<file path="config.mk">
export PLATFORM = sky130hd
export DESIGN_NAME = mtrb_regs
export DESIGN_NICKNAME = d
export VERILOG_FILES = /design/src/pkg/mtrb_pkg.sv /design/src/pkg/mtrb_bus_if.sv /design/src/rtl/mtrb_spi_slave.sv /design/src/rtl/mtrb_regs.sv
export SDC_FILE = /design/constraint.sdc
export NUM_CORES = 1
export LEC_CHECK = 0
export ABC_AREA = 1
export ABC_CLOCK_PERIOD_IN_PS = 1600
export BUFFER_PORTS_ARGS = -buffer_cell sky130_fd_sc_hd__buf_4
export CAP_MARGIN = 20
export CORE_MARGIN = 4
export CORE_UTILIZATION = 46
export CTS_CLUSTER_SIZE = 8
export DETAILED_ROUTE_END_ITERATION = 10
export GPL_TIMING_DRIVEN = 0
export PLACE_DENSITY_LB_ADDON = 0.3
export SLEW_MARGIN = 20
export SYNTH_ARGS = -nofsm -noshare
export SYNTH_HDL_FRONTEND = slang
export SYNTH_SLANG_ARGS = --single-unit
</file>
<file path="constraint.sdc">
create_clock -name SYS_CLK -period 1.6 [get_ports SYS_CLK]
set_input_delay 0.32 -clock SYS_CLK [delete_from_list [all_inputs] [get_ports SYS_CLK]]
set_output_delay 0.32 -clock SYS_CLK [all_outputs]
set_load 0.02 [all_outputs]
</file>
<file path="src/pkg/mtrb_pkg.sv">
package mtrb_pkg;
    // Clock and timing
    localparam int CLK_KHZ   = 200000;
    localparam int T_POR_MS  = 10;
    localparam int T_MAN_MS  = 5;
    localparam int POR_CYC   = T_POR_MS * CLK_KHZ;
    localparam int MAN_CYC   = T_MAN_MS * CLK_KHZ;
    localparam int CNT_W     = 21;
    localparam int CLK_HALF  = 4;
    localparam int DIV_W     = 8;
    localparam int GAIN_W    = 3;
    localparam int EST_W     = 20;
    localparam int ADDR_W    = 7;

    // Register offsets
    localparam logic [6:0] A_CFG3   = 7'h26;
    localparam logic [6:0] A_TRIM   = 7'h27;
    localparam logic [6:0] A_EST_H  = 7'h28;
    localparam logic [6:0] A_EST_M  = 7'h29;
    localparam logic [6:0] A_EST_L  = 7'h2A;
    localparam logic [6:0] A_LEVEL  = 7'h2C;
    localparam logic [6:0] A_DTUNE  = 7'h31;
    localparam logic [6:0] A_IQ     = 7'h33;
    localparam logic [6:0] A_DLEVEL = 7'h37;
    localparam logic [6:0] A_MARKER = 7'h39;

    // Field positions
    localparam int CFG3_LDRO   = 3;
    localparam int CFG3_AGC    = 2;
    localparam int CFG3_RSV_HI = 1;
    localparam int DTUNE_HI    = 2;
    localparam int DTUNE_RSV_LO = 3;
    localparam int IQ_TOP      = 7;
    localparam int IQ_SWAP     = 6;
    localparam int IQ_RSV_HI   = 5;
    localparam int EST_H_LO    = 16;
    localparam int EST_M_LO    = 8;

    // Reset and fixed values
    localparam logic [7:0] RST_TRIM     = 8'h00;
    localparam logic [2:0] RST_DTUNE    = 3'h3;
    localparam logic [7:0] DTUNE_RSV_RD = 8'hC0;
    localparam logic [5:0] RST_IQ_RSV   = 6'h27;
    localparam logic [7:0] RST_DLEVEL   = 8'h0A;
    localparam logic [7:0] RST_MARKER   = 8'h12;
    localparam logic [7:0] RD_ZERO      = 8'h00;
    localparam logic [3:0] NIB_ZERO     = 4'h0;
    localparam logic [3:0] SF_MIN       = 4'h6;
    localparam logic [3:0] SF_MAX       = 4'hC;
    localparam logic [2:0] LAST_BIT     = 3'h7;
endpackage

</file>
<file path="src/pkg/mtrb_bus_if.sv">
`timescale 1ns/100ps
interface mtrb_bus_if;
    logic [6:0] addr;
    logic [6:0] waddr;
    logic [7:0] wdata;
    logic       wr_stb;
    logic [7:0] rdata;
    modport slave (output addr, output waddr, output wdata, output wr_stb, input rdata);
    modport bank  (input addr, input waddr, input wdata, input wr_stb, output rdata);
endinterface

</file>
<file path="src/rtl/mtrb_spi_slave.sv">
`timescale 1ns/100ps
module mtrb_spi_slave (
    input  wire logic     clk,
    input  wire logic     arst_n,
    input  wire logic     en,
    input  wire logic     sck_pin,
    input  wire logic     nss_n_pin,
    input  wire logic     mosi_pin,
    output logic          miso,
    output logic          miso_oe,
    mtrb_bus_if.slave     bus
);
    typedef struct packed {
        logic       sck_s1;
        logic       sck_s2;
        logic       sck_s3;
        logic       nss_s1;
        logic       nss_s2;
        logic       mosi_s1;
        logic       mosi_s2;
        logic [2:0] bitcnt;
        logic       first;
        logic       write;
        logic [6:0] addr;
        logic [6:0] waddr;
        logic [7:0] shin;
        logic [7:0] wdata;
        logic       wr;
        logic       load;
        logic [7:0] tx;
        logic       miso;
        logic       oe;
    } mtrb_spi_s;

    localparam mtrb_spi_s ST_RST = '{nss_s1: 1'b1, nss_s2: 1'b1, first: 1'b1, default: '0};

    mtrb_spi_s r_r;
    mtrb_spi_s r_nxt;

    always_comb begin
        logic rise;
        logic fall;
        rise = 1'b0;
        fall = 1'b0;
        r_nxt = r_r;
        r_nxt.wr = 1'b0;
        r_nxt.load = 1'b0;
        r_nxt.sck_s1 = sck_pin;
        r_nxt.sck_s2 = r_r.sck_s1;
        r_nxt.sck_s3 = r_r.sck_s2;
        r_nxt.nss_s1 = nss_n_pin;
        r_nxt.nss_s2 = r_r.nss_s1;
        r_nxt.mosi_s1 = mosi_pin;
        r_nxt.mosi_s2 = r_r.mosi_s1;
        rise = r_r.sck_s2 & ~r_r.sck_s3;
        fall = ~r_r.sck_s2 & r_r.sck_s3;
        if (r_r.load) begin
            r_nxt.tx = bus.rdata;
        end
        if (r_r.nss_s2) begin
            r_nxt.bitcnt = '0;
            r_nxt.first = 1'b1;
            r_nxt.oe = 1'b0;
            r_nxt.miso = 1'b0;
        end else begin
            r_nxt.oe = 1'b1;
            if (rise) begin
                r_nxt.shin = {r_r.shin[6:0], r_r.mosi_s2};
                r_nxt.bitcnt = r_r.bitcnt + 3'h1;
                if (r_r.bitcnt == mtrb_pkg::LAST_BIT) begin
                    if (r_r.first) begin
                        // Address byte: top bit selects write
                        r_nxt.first = 1'b0;
                        r_nxt.write = r_r.shin[6];
                        r_nxt.addr = {r_r.shin[5:0], r_r.mosi_s2};
                        r_nxt.load = ~r_r.shin[6];
                    end else begin
                        // Data byte: write strobe, then burst increment
                        r_nxt.wr = r_r.write;
                        r_nxt.waddr = r_r.addr;
                        r_nxt.wdata = {r_r.shin[6:0], r_r.mosi_s2};
                        r_nxt.addr = r_r.addr + 7'h01;
                        r_nxt.load = ~r_r.write;
                    end
                end
            end
            if (fall) begin
                r_nxt.miso = r_r.tx[7];
                r_nxt.tx = {r_r.tx[6:0], 1'b0};
            end
        end
    end

    always_ff @(posedge clk or negedge arst_n) begin
        if (!arst_n) begin
            r_r <= ST_RST;
        end else if (en) begin
            r_r <= r_nxt;
        end
    end

    assign bus.addr = r_r.addr;
    assign bus.waddr = r_r.waddr;
    assign bus.wdata = r_r.wdata;
    assign bus.wr_stb = r_r.wr;
    assign miso = r_r.miso;
    assign miso_oe = r_r.oe;
endmodule

</file>
<file path="src/rtl/mtrb_regs.sv">
`timescale 1ns/100ps
// Overview of operation
// - Gain select picks manual or loop gain
// - Rate trim register, read/write, resets zero
// - Read-only 20-bit carrier offset over three bytes
// - Read-only wideband signal level for entropy
// - Quadrature swap bit inverts I and Q
// - Network marker resets 0x12; avoid 0x34
// - Power-on reset needs no host action
// - Derived clock toggles only once ready
// - Spreading factor 6 to 12, others reserved
module mtrb_regs #(
    parameter int POR_READY_CYC = mtrb_pkg::POR_CYC,
    parameter int MAN_READY_CYC = mtrb_pkg::MAN_CYC,
    parameter int DERIVED_CLOCK_OUTPUT_HALF   = mtrb_pkg::CLK_HALF,
    parameter int GAIN_W        = mtrb_pkg::GAIN_W
) (
    input  wire logic                        SYS_CLK,
    input  wire logic                        ARST_N,
    input  wire logic                        CLK_EN,
    input  wire logic                        SPI_SCK,
    input  wire logic                        SPI_NSS_N,
    input  wire logic                        SPI_MOSI,
    output logic                             SPI_MISO,
    output logic                             SPI_MISO_OE,
    input  wire logic                        RESET_IN_N,
    input  wire logic [mtrb_pkg::EST_W-1:0]  CARRIER_OFFSET_ESTIMATE,
    input  wire logic [7:0]                  BROADBAND_SIGNAL_LEVEL,
    input  wire logic [GAIN_W-1:0]           AGC_LOOP_GAIN,
    input  wire logic [GAIN_W-1:0]           MANUAL_GAIN_VALUE,
    input  wire logic [3:0]                  CHIPS_PER_SYMBOL_LOG,
    output logic                             LONG_SYMBOL_TUNING,
    output logic                             AUTO_GAIN_SELECT,
    output logic [GAIN_W-1:0]                LNA_GAIN,
    output logic [7:0]                       RATE_OFFSET_TRIM,
    output logic [2:0]                       DETECT_TUNING_CODE,
    output logic                             QUADRATURE_SWAP,
    output logic [7:0]                       DETECT_LEVEL_CODE,
    output logic [7:0]                       NETWORK_MARKER,
    output logic                             SF_RESERVED,
    output logic                             DEVICE_READY,
    output logic                             DERIVED_CLOCK_OUTPUT
);
    localparam int CW = mtrb_pkg::CNT_W;
    localparam int DW = mtrb_pkg::DIV_W;

    typedef struct packed {
        logic              rstn_s1;
        logic              rstn_s2;
        logic              por;
        logic [CW-1:0]     cnt;
        logic              ready;
        logic [DW-1:0]     div;
        logic              derived_clock_output;
        logic              ldro;
        logic              agc;
        logic [1:0]        cfg3_rsv;
        logic [7:0]        trim;
        logic [2:0]        dtune;
        logic              iq_top;
        logic              iq_swap;
        logic [5:0]        iq_rsv;
        logic [7:0]        dlevel;
        logic [7:0]        marker;
        logic [GAIN_W-1:0] lna;
        logic              sf_rsv;
    } mtrb_state_s;

    localparam mtrb_state_s ST_RST = '{
        rstn_s1: 1'b1, rstn_s2: 1'b1, por: 1'b1,
        trim:    mtrb_pkg::RST_TRIM,
        dtune:   mtrb_pkg::RST_DTUNE,
        iq_rsv:  mtrb_pkg::RST_IQ_RSV,
        dlevel:  mtrb_pkg::RST_DLEVEL,
        marker:  mtrb_pkg::RST_MARKER,
        default: '0
    };

    mtrb_state_s r_r;
    mtrb_state_s r_nxt;
    mtrb_bus_if  bus ();

    mtrb_spi_slave u_spi (
        .clk       (SYS_CLK),
        .arst_n    (ARST_N),
        .en        (CLK_EN),
        .sck_pin   (SPI_SCK),
        .nss_n_pin (SPI_NSS_N),
        .mosi_pin  (SPI_MOSI),
        .miso      (SPI_MISO),
        .miso_oe   (SPI_MISO_OE),
        .bus       (bus.slave)
    );

    // Read data mux
    always_comb begin
        case (bus.addr)
            mtrb_pkg::A_CFG3:   bus.rdata = {mtrb_pkg::NIB_ZERO, r_r.ldro, r_r.agc,
                                             r_r.cfg3_rsv};
            mtrb_pkg::A_TRIM:   bus.rdata = r_r.trim;
            mtrb_pkg::A_EST_H:  bus.rdata = {mtrb_pkg::NIB_ZERO,
                CARRIER_OFFSET_ESTIMATE[mtrb_pkg::EST_W-1:mtrb_pkg::EST_H_LO]};
            mtrb_pkg::A_EST_M:  bus.rdata =
                CARRIER_OFFSET_ESTIMATE[mtrb_pkg::EST_H_LO-1:mtrb_pkg::EST_M_LO];
            mtrb_pkg::A_EST_L:  bus.rdata =
                CARRIER_OFFSET_ESTIMATE[mtrb_pkg::EST_M_LO-1:0];
            mtrb_pkg::A_LEVEL:  bus.rdata = BROADBAND_SIGNAL_LEVEL;
            mtrb_pkg::A_DTUNE:  bus.rdata = {mtrb_pkg::DTUNE_RSV_RD[7:mtrb_pkg::DTUNE_RSV_LO],
                                             r_r.dtune};
            mtrb_pkg::A_IQ:     bus.rdata = {r_r.iq_top, r_r.iq_swap, r_r.iq_rsv};
            mtrb_pkg::A_DLEVEL: bus.rdata = r_r.dlevel;
            mtrb_pkg::A_MARKER: bus.rdata = r_r.marker;
            default:            bus.rdata = mtrb_pkg::RD_ZERO;
        endcase
    end

    // Next state
    always_comb begin
        r_nxt = r_r;
        r_nxt.rstn_s1 = RESET_IN_N;
        r_nxt.rstn_s2 = r_r.rstn_s1;
        r_nxt.lna = r_r.agc ? AGC_LOOP_GAIN : MANUAL_GAIN_VALUE;
        r_nxt.sf_rsv = (CHIPS_PER_SYMBOL_LOG < mtrb_pkg::SF_MIN) ||
                       (CHIPS_PER_SYMBOL_LOG > mtrb_pkg::SF_MAX);
        if (!r_r.rstn_s2) begin
            // Manual reset held: bank to reset values, ready dropped
            r_nxt = ST_RST;
            r_nxt.rstn_s1 = RESET_IN_N;
            r_nxt.rstn_s2 = r_r.rstn_s1;
            r_nxt.por = 1'b0;
            r_nxt.lna = r_r.lna;
            r_nxt.sf_rsv = r_r.sf_rsv;
        end else begin
            if (!r_r.ready) begin
                // Startup wait, longer after power-on
                if (r_r.cnt == (r_r.por ? CW'(POR_READY_CYC - 1)
                                        : CW'(MAN_READY_CYC - 1))) begin
                    r_nxt.ready = 1'b1;
                end else begin
                    r_nxt.cnt = r_r.cnt + CW'(1);
                end
            end else if (r_r.div == DW'(DERIVED_CLOCK_OUTPUT_HALF - 1)) begin
                r_nxt.div = '0;
                r_nxt.derived_clock_output = ~r_r.derived_clock_output;
            end else begin
                r_nxt.div = r_r.div + DW'(1);
            end
            if (bus.wr_stb) begin
                case (bus.waddr)
                    mtrb_pkg::A_CFG3: begin
                        r_nxt.ldro = bus.wdata[mtrb_pkg::CFG3_LDRO];
                        r_nxt.agc = bus.wdata[mtrb_pkg::CFG3_AGC];
                        r_nxt.cfg3_rsv = bus.wdata[mtrb_pkg::CFG3_RSV_HI:0];
                    end
                    mtrb_pkg::A_TRIM: begin
                        r_nxt.trim = bus.wdata;
                    end
                    mtrb_pkg::A_DTUNE: begin
                        r_nxt.dtune = bus.wdata[mtrb_pkg::DTUNE_HI:0];
                    end
                    mtrb_pkg::A_IQ: begin
                        r_nxt.iq_top = bus.wdata[mtrb_pkg::IQ_TOP];
                        r_nxt.iq_swap = bus.wdata[mtrb_pkg::IQ_SWAP];
                        r_nxt.iq_rsv = bus.wdata[mtrb_pkg::IQ_RSV_HI:0];
                    end
                    mtrb_pkg::A_DLEVEL: begin
                        r_nxt.dlevel = bus.wdata;
                    end
                    mtrb_pkg::A_MARKER: begin
                        r_nxt.marker = bus.wdata;
                    end
                    default: begin
                        r_nxt.marker = r_r.marker;
                    end
                endcase
            end
        end
    end

    // Power-on reset comes in on the async reset
    always_ff @(posedge SYS_CLK or negedge ARST_N) begin
        if (!ARST_N) begin
            r_r <= ST_RST;
        end else if (CLK_EN) begin
            r_r <= r_nxt;
        end
    end

    assign LONG_SYMBOL_TUNING = r_r.ldro;
    assign AUTO_GAIN_SELECT = r_r.agc;
    assign LNA_GAIN = r_r.lna;
    assign RATE_OFFSET_TRIM = r_r.trim;
    assign DETECT_TUNING_CODE = r_r.dtune;
    assign QUADRATURE_SWAP = r_r.iq_swap;
    assign DETECT_LEVEL_CODE = r_r.dlevel;
    assign NETWORK_MARKER = r_r.marker;
    assign SF_RESERVED = r_r.sf_rsv;
    assign DEVICE_READY = r_r.ready;
    assign DERIVED_CLOCK_OUTPUT = r_r.derived_clock_output;
endmodule

</file>
=== Word-level counts from Yosys, hierarchy flattened ===
Cells that the tools add are included.

* Logic and storage cells: 136
* Input bits: 45
* Output and inout port bits: 38
* Bits in registers: 131

* Equal/unequal tests: 30
* $add $sub $neg: 4
* Mux-type cells: 30
* Bitwise logic cells: 10
* Reductions and logical operators: 22
* Order comparisons: 2

{| class="wikitable"
|+ Operator list
! operator !! number
|-
| $eq 7x6->1 const B || 16
|-
| $pmux 8 s10 || 1
|-
| $mux 70 || 1
|-
| $mux 8 || 6
|-
| $mux 21 || 2
|-
| $mux 39 || 1
|-
| $mux 37 || 1
|-
| $reduce_and 3->1 || 10
|-
| $mux 9 || 3
|-
| $mux 22 || 1
|-
| $add 21x1->21 const B || 1
|-
| $eq 21x21->1 || 1
|-
| $mux 10 || 2
|-
| $mux 16 || 1
|-
| $ne 2x1->1 const B || 8
|-
| $mux 7 || 2
|-
| $reduce_and 2->1 || 5
|-
| $reduce_and 5->1 || 2
|-
| $add 8x1->8 const B || 1
|-
| $eq 8x2->1 const B || 1
|-
| $mux 4 || 2
|-
| $not 1->1 || 8
|-
| $add 7x1->7 const B || 1
|-
| $mux 3 || 2
|-
| 11 further kinds || 19
|}

=== Logic depth before layout (Yosys ltp) ===
* Depth in word-level cells: 5
* Depth in mapped cells: 12

=== Modules after synthesis ===
From an unflattened synthesis, not the netlist that was laid out.

* Cells, all modules: 1021
* Area, all modules: 7498.4 um^2

{| class="wikitable"
|+ Modules (own cells, without submodules)
! module !! area each (um^2) !! cells an instance !! instances !! seq. area each (um^2)
|-
| mtrb_regs || 4838.4 || 696 || 1 || 1943.1
|-
| mtrb_spi_slave || 2660.1 || 325 || 1 || 1330.0
|}

=== Worst setup path before layout ===
Ideal clock, no wire load.

* Path type: reg-to-reg
* From: reg r_r[53] (netlist bit)
* To: reg r_r[72] (netlist bit)
* Path buffers: 1
* Data required time: 1.483 ns
* Stages on the path, launching flop included: 12
* Arrival: 1.513 ns
* Setup slack: -0.030 ns
* Clock period less this slack: 1.630 ns
* Cell sequence: dfrtp_1 ha_1 inv_1 nor3_1 nand3_1 nor2_1 nand2_1 nand3_2 nand2_2 buf_6 nand2_1 nand2_1

* Word-level cells in the longest chain between the ends: 4
* Elaborated cells between the ends (all ways): 7
* Those cells by class: 1 x add/sub; 2 x eq/ne; 3 x mux; 1 x reduce/logical

{| class="wikitable"
|+ RTL lines
! what !! RTL line !! text
|-
| start, declared || mtrb_regs.sv:79 || <nowiki>mtrb_state_s r_r;</nowiki>
|-
| start signal, assigned || mtrb_regs.sv:185 || <nowiki>r_r <= r_nxt;</nowiki>
|-
| $add 21x1->21 || mtrb_regs.sv:140 || <nowiki>r_nxt.cnt = r_r.cnt + CW'(1);</nowiki>
|-
| $mux 21 || mtrb_regs.sv:136 || <nowiki>if (r_r.cnt == (r_r.por ? CW'(POR_READY_CYC - 1)</nowiki>
|-
| $mux 22 || mtrb_regs.sv:134 || <nowiki>if (!r_r.ready) begin</nowiki>
|-
| $mux 70 || mtrb_regs.sv:125 || <nowiki>if (!r_r.rstn_s2) begin</nowiki>
|}

Several ways; a longest one is shown, not always the timed one. The select of a mux whose other input is x is not followed.
A chain may end at the register's enable or synchronous reset.

=== Final worst setup path ===
* From: reg u_spi.r_r (netlist bit u_spi.bus.addr[0])
* To: reg u_spi.r_r[3] (netlist bit)

* Word-level cells in the longest chain between the ends: 5
* Elaborated cells between the ends (all ways): 14
* Those cells by class: 10 x eq/ne; 4 x mux

{| class="wikitable"
|+ RTL lines
! what !! RTL line !! text
|-
| start, declared || mtrb_spi_slave.sv:37 || <nowiki>mtrb_spi_s r_r;</nowiki>
|-
| start signal, assigned || mtrb_spi_slave.sv:98 || <nowiki>r_r <= r_nxt;</nowiki>
|-
| $eq 7x6->1 || mtrb_regs.sv:97 || <nowiki>case (bus.addr)</nowiki>
|-
| $pmux 8 s10 (*) || mtrb_regs.sv:97 ||
|-
| $mux 8 (*) || mtrb_spi_slave.sv:57 || <nowiki>if (r_r.load) begin</nowiki>
|-
| $mux 9 || mtrb_spi_slave.sv:87 || <nowiki>if (fall) begin</nowiki>
|-
| $mux 10 (*) || mtrb_spi_slave.sv:60 || <nowiki>if (r_r.nss_s2) begin</nowiki>
|}

Every way passes the cells marked *; elsewhere a longest branch is shown, timed or not. The select of a mux whose other input is x is not followed.

==> impl_results.md <==
- Run status: finished with violations
- Failing checks: setup timing
- Routed met1 length: 8950 µm
- GP Congestion: 0.929
- 1st-pass router iterations: 6
- Row cnt: 45
- Post-synth top area share: 0.389
- CP required: 1960 ps
- Synthesized flop and latch total: 130
- Starting Density: 0.475
- Amount of wire on met2 after detailed routing: 9560 µm
- Level count of the clock H-tree: 4
- Layout net count: 1179
- Worst Clk Skew: 5.70 ps
- Vias in the first global route: 6430
- Dominant cell type by area after synthesis: dfrtp_1
- Area enclosed by the die boundary: 18000 µm²
- Hold violation count in the final report: 0
- LEAKAGE: 4.67 nW
- Total power divided by cell area: 930 nW/µm²
- Detail Route met3 WL: 1580 µm
- ANT cells: 0
- Number of antenna violations at the first check in global routing: 0
- Worst vdd ir: 0.832 mV
- Gate count of the mapped netlist: 981
- Setup repair after global routing missed its margin: yes
- Crit path setup slack, layout: -86.8 ps
- Post-place setup slack: -368 ps
- Congestion Overflow GR: 0
- Number of distinct standard cells referenced by the synthesized netlist: 44
- Post-detailed-placement half-perimeter wirelength: 14200 µm
- Via Count: 7142
- Clock transition at the registers of the reported paths: 50 ps
- Main area contributors after synthesis: dfrtp_1, nand2_1, nand3_1
- Detail-routed via count per cell: 5.29
- Accumulated negative setup slack: -1830 ps
- Ratio of cells with drive above 1 in the final layout: 0.295
- Number of top-level pins: 83
- Main flop type after synthesis: dfrtp_1
- DR iter-0 viols: 669
- Max Used Layer: met4
- Worst EP arrival: 2040 ps
- Type of destination of the critical path: flop
- Transition time at the pin with the least slew margin: 649 ps
- Clock network latency to the later pin of the worst-skew pair: 420 ps
- TritonCTS clock tree: built
- Layout area overhead: 30.3%
- Period utilization: 1.05
- Number of clock sinks seen by CTS: 130
- Sequential fraction of the synthesis area: 0.446
- Worst Hold Class: in2reg
- Mapped Area: 7330 µm²
- Fraction of registers with async set/reset: 1.00
- Remaining DRCs: 0
- Category of the critical setup timing path: reg2reg
- Worst Setup Start Kind: flop
- Clock period minus worst slack: 1690 ps
- Horizontal die dimension: 134 µm
- Number of buffers between clock root and the deepest sink: 2
- Total of warnings raised by yosys: 0
- Maximum number of pins on one net before global-route repair: 82
- Pins over their slew limit: 0
- Core region area: 15400 µm²
- Count of flip-flops with a built-in enable after synthesis: 0
- Worst max-slew margin expressed relative to the limit: 0.568
- Wire per inst: 15.4 µm
- First-pass GRT wire length: 32400 µm
- Fmax: 593 MHz
- CTS Root Buffer Type: clkbuf_16
- Overall power of the completed layout: 8.89 mW
- Routed wire length: 20800 µm
- Y dimension of the die: 134 µm
- # setup viols final: 30
- Worst-path fanout max: 8
- Max-cap violations: 0
- Mapped Nets: 1034
- Number of buffers created by CTS: 17
- Average instance area after synthesis: 7.48 µm²
- Number of nets with antenna violations after detailed routing: 0
- Port buffer count: 82
- Gr usage total: 0.224
-- cells in the final DEF (no fill, tap or decap), drive strengths merged --
cell	netlist	final
a21oi	23	23
a31oi	3	3
a32o	3	3
and3	1	1
buf	48	171
bufinv	0	2
clkbuf	9	38
clkinv	1	3
dfrtp	114	114
dfstp	16	16
dlygate4sd3	0	1
ha	8	8
inv	98	99
nand2	329	329
nand3	93	93
nand4	5	5
nor2	97	97
nor3	13	13
nor3b	5	5
nor4	6	6
o21a	1	1
o21ai	84	84
o21bai	1	1
o221ai	8	8
o22ai	1	1
or2	3	3
xnor2	6	6
xor2	5	5
-- power by group --
part	internal (mW)	leakage (nW)	switching, mW
clock network	2.41	0.279	1.37
registers	3.59	1.68	0.179
logic	0.516	2.71	0.818
total	6.52	4.67	2.37
-- final timing paths --
| kind | from | to | slack [ps] | cells after the start |
|---|---|---|---|---|
| max reg2reg | u_spi.bus.addr[0] | u_spi.r_r[3] | -90 | 12 |
| min | SPI_SCK | u_spi.r_nxt[52] | 100 | 3 |
| max | u_spi.bus.addr[0] | u_spi.r_r[3] | -90 | 12 |
| min reg2reg | r_r[76] | r_r[76] | 460 | 2 |
| max in group asynchronous | ARST_N | u_spi.r_r[43] | 440 | 3 |
| min in group asynchronous | ARST_N | DETECT_LEVEL_CODE[7] | 400 | 2 |
-- area by class of cell --
cell class	instances	area, µm²
fill	1363	5870
multi-input combinational	695	3660
sequential	130	3280
timing repair buffer	126	988
clock buffer	27	493
buffer	57	408
inverter	99	389
tap	211	264
clock inverter	5	75.1
-- critical path, cell delays in order, from the launching register on --
cell and delay (ps):
dfrtp_2 470, inv_4 100, ha_2 190, inv_1 70, nor2_4 220, nand3_1 110, nand2_1 120, nor2_1 50
nand3_1 90, nand2_1 60, nand2_1 60, nand2_1 40, nand2_1 50
-- synth_stat cells, types with 6 or more instances --
cell,count
o21ai_0,73
dfrtp_1,114
nor4_1,6
clkbuf_1,9
nand3_1,89
inv_1,91
dfstp_2,16
nor2_4,6
ha_1,8
o21ai_1,6
nor2_1,84
inv_2,7
xnor2_1,6
buf_4,35
o221ai_1,8
nor3_1,12
nor2_2,6
a21oi_1,21
nand2_1,326
-- sequential cells by signal (all words and copies together), names as in the netlist, 3 cells and up --
signal and count:
NETWORK_MARKER 8, r_r 41, u_spi.bus.wdata 8, LNA_GAIN 3, u_spi.bus.waddr 7, DETECT_TUNING_CODE 3
u_spi.bus.addr 7, u_spi.r_r 24, DETECT_LEVEL_CODE 8, u_spi.r_nxt 4, RATE_OFFSET_TRIM 8
-- routing by layer --
metal | track usage | vias to the layer above
met5 | 0 | -
met4 | 0.0894 | 0
met3 | 0.0405 | 62
met2 | 0.350 | 323
met1 | 0.309 | 3344
li1 | - | 3413
-- metrics by stage --
stage / hold slack, ps / util / std cells / cell area, µm²
CTS: 88.3 / 0.587 / 1320 / 9060
global route: 106 / 0.620 / 1350 / 9560
floorplan: 24.4 / - / 981 / 7340
detailed placement: 255 / 0.535 / 1275 / 8250
global placement: 454 / 0.533 / 1274 / 8220
finish: 101 / 0.620 / 1350 / 9560
-- cells by family (layout without fill, tap and decap cells) --
kind of cell,after synthesis,in the layout,share of synthesized area
AO/OA/AOI/OAI,124,124,0.0976
XOR/XNOR,11,11,0.0131
adder cells (fa/ha/maj),8,8,0.0137
buffers and inverters,156,314,0.103
flip-flops,130,130,0.446
AND/OR/NAND/NOR,552,552,0.327
-- timing repair --
item | CTS | global route
hold endpoints to repair | 46 | 0
resized for setup | 48 | 81
buffers inserted | 10 | 29
hold buffers | 1 | 0
cloned | 2 | 1
endpoints found under the setup margin | 89 | 88
pin swaps | 9 | 23
Power figures use the tool's default switching activity.
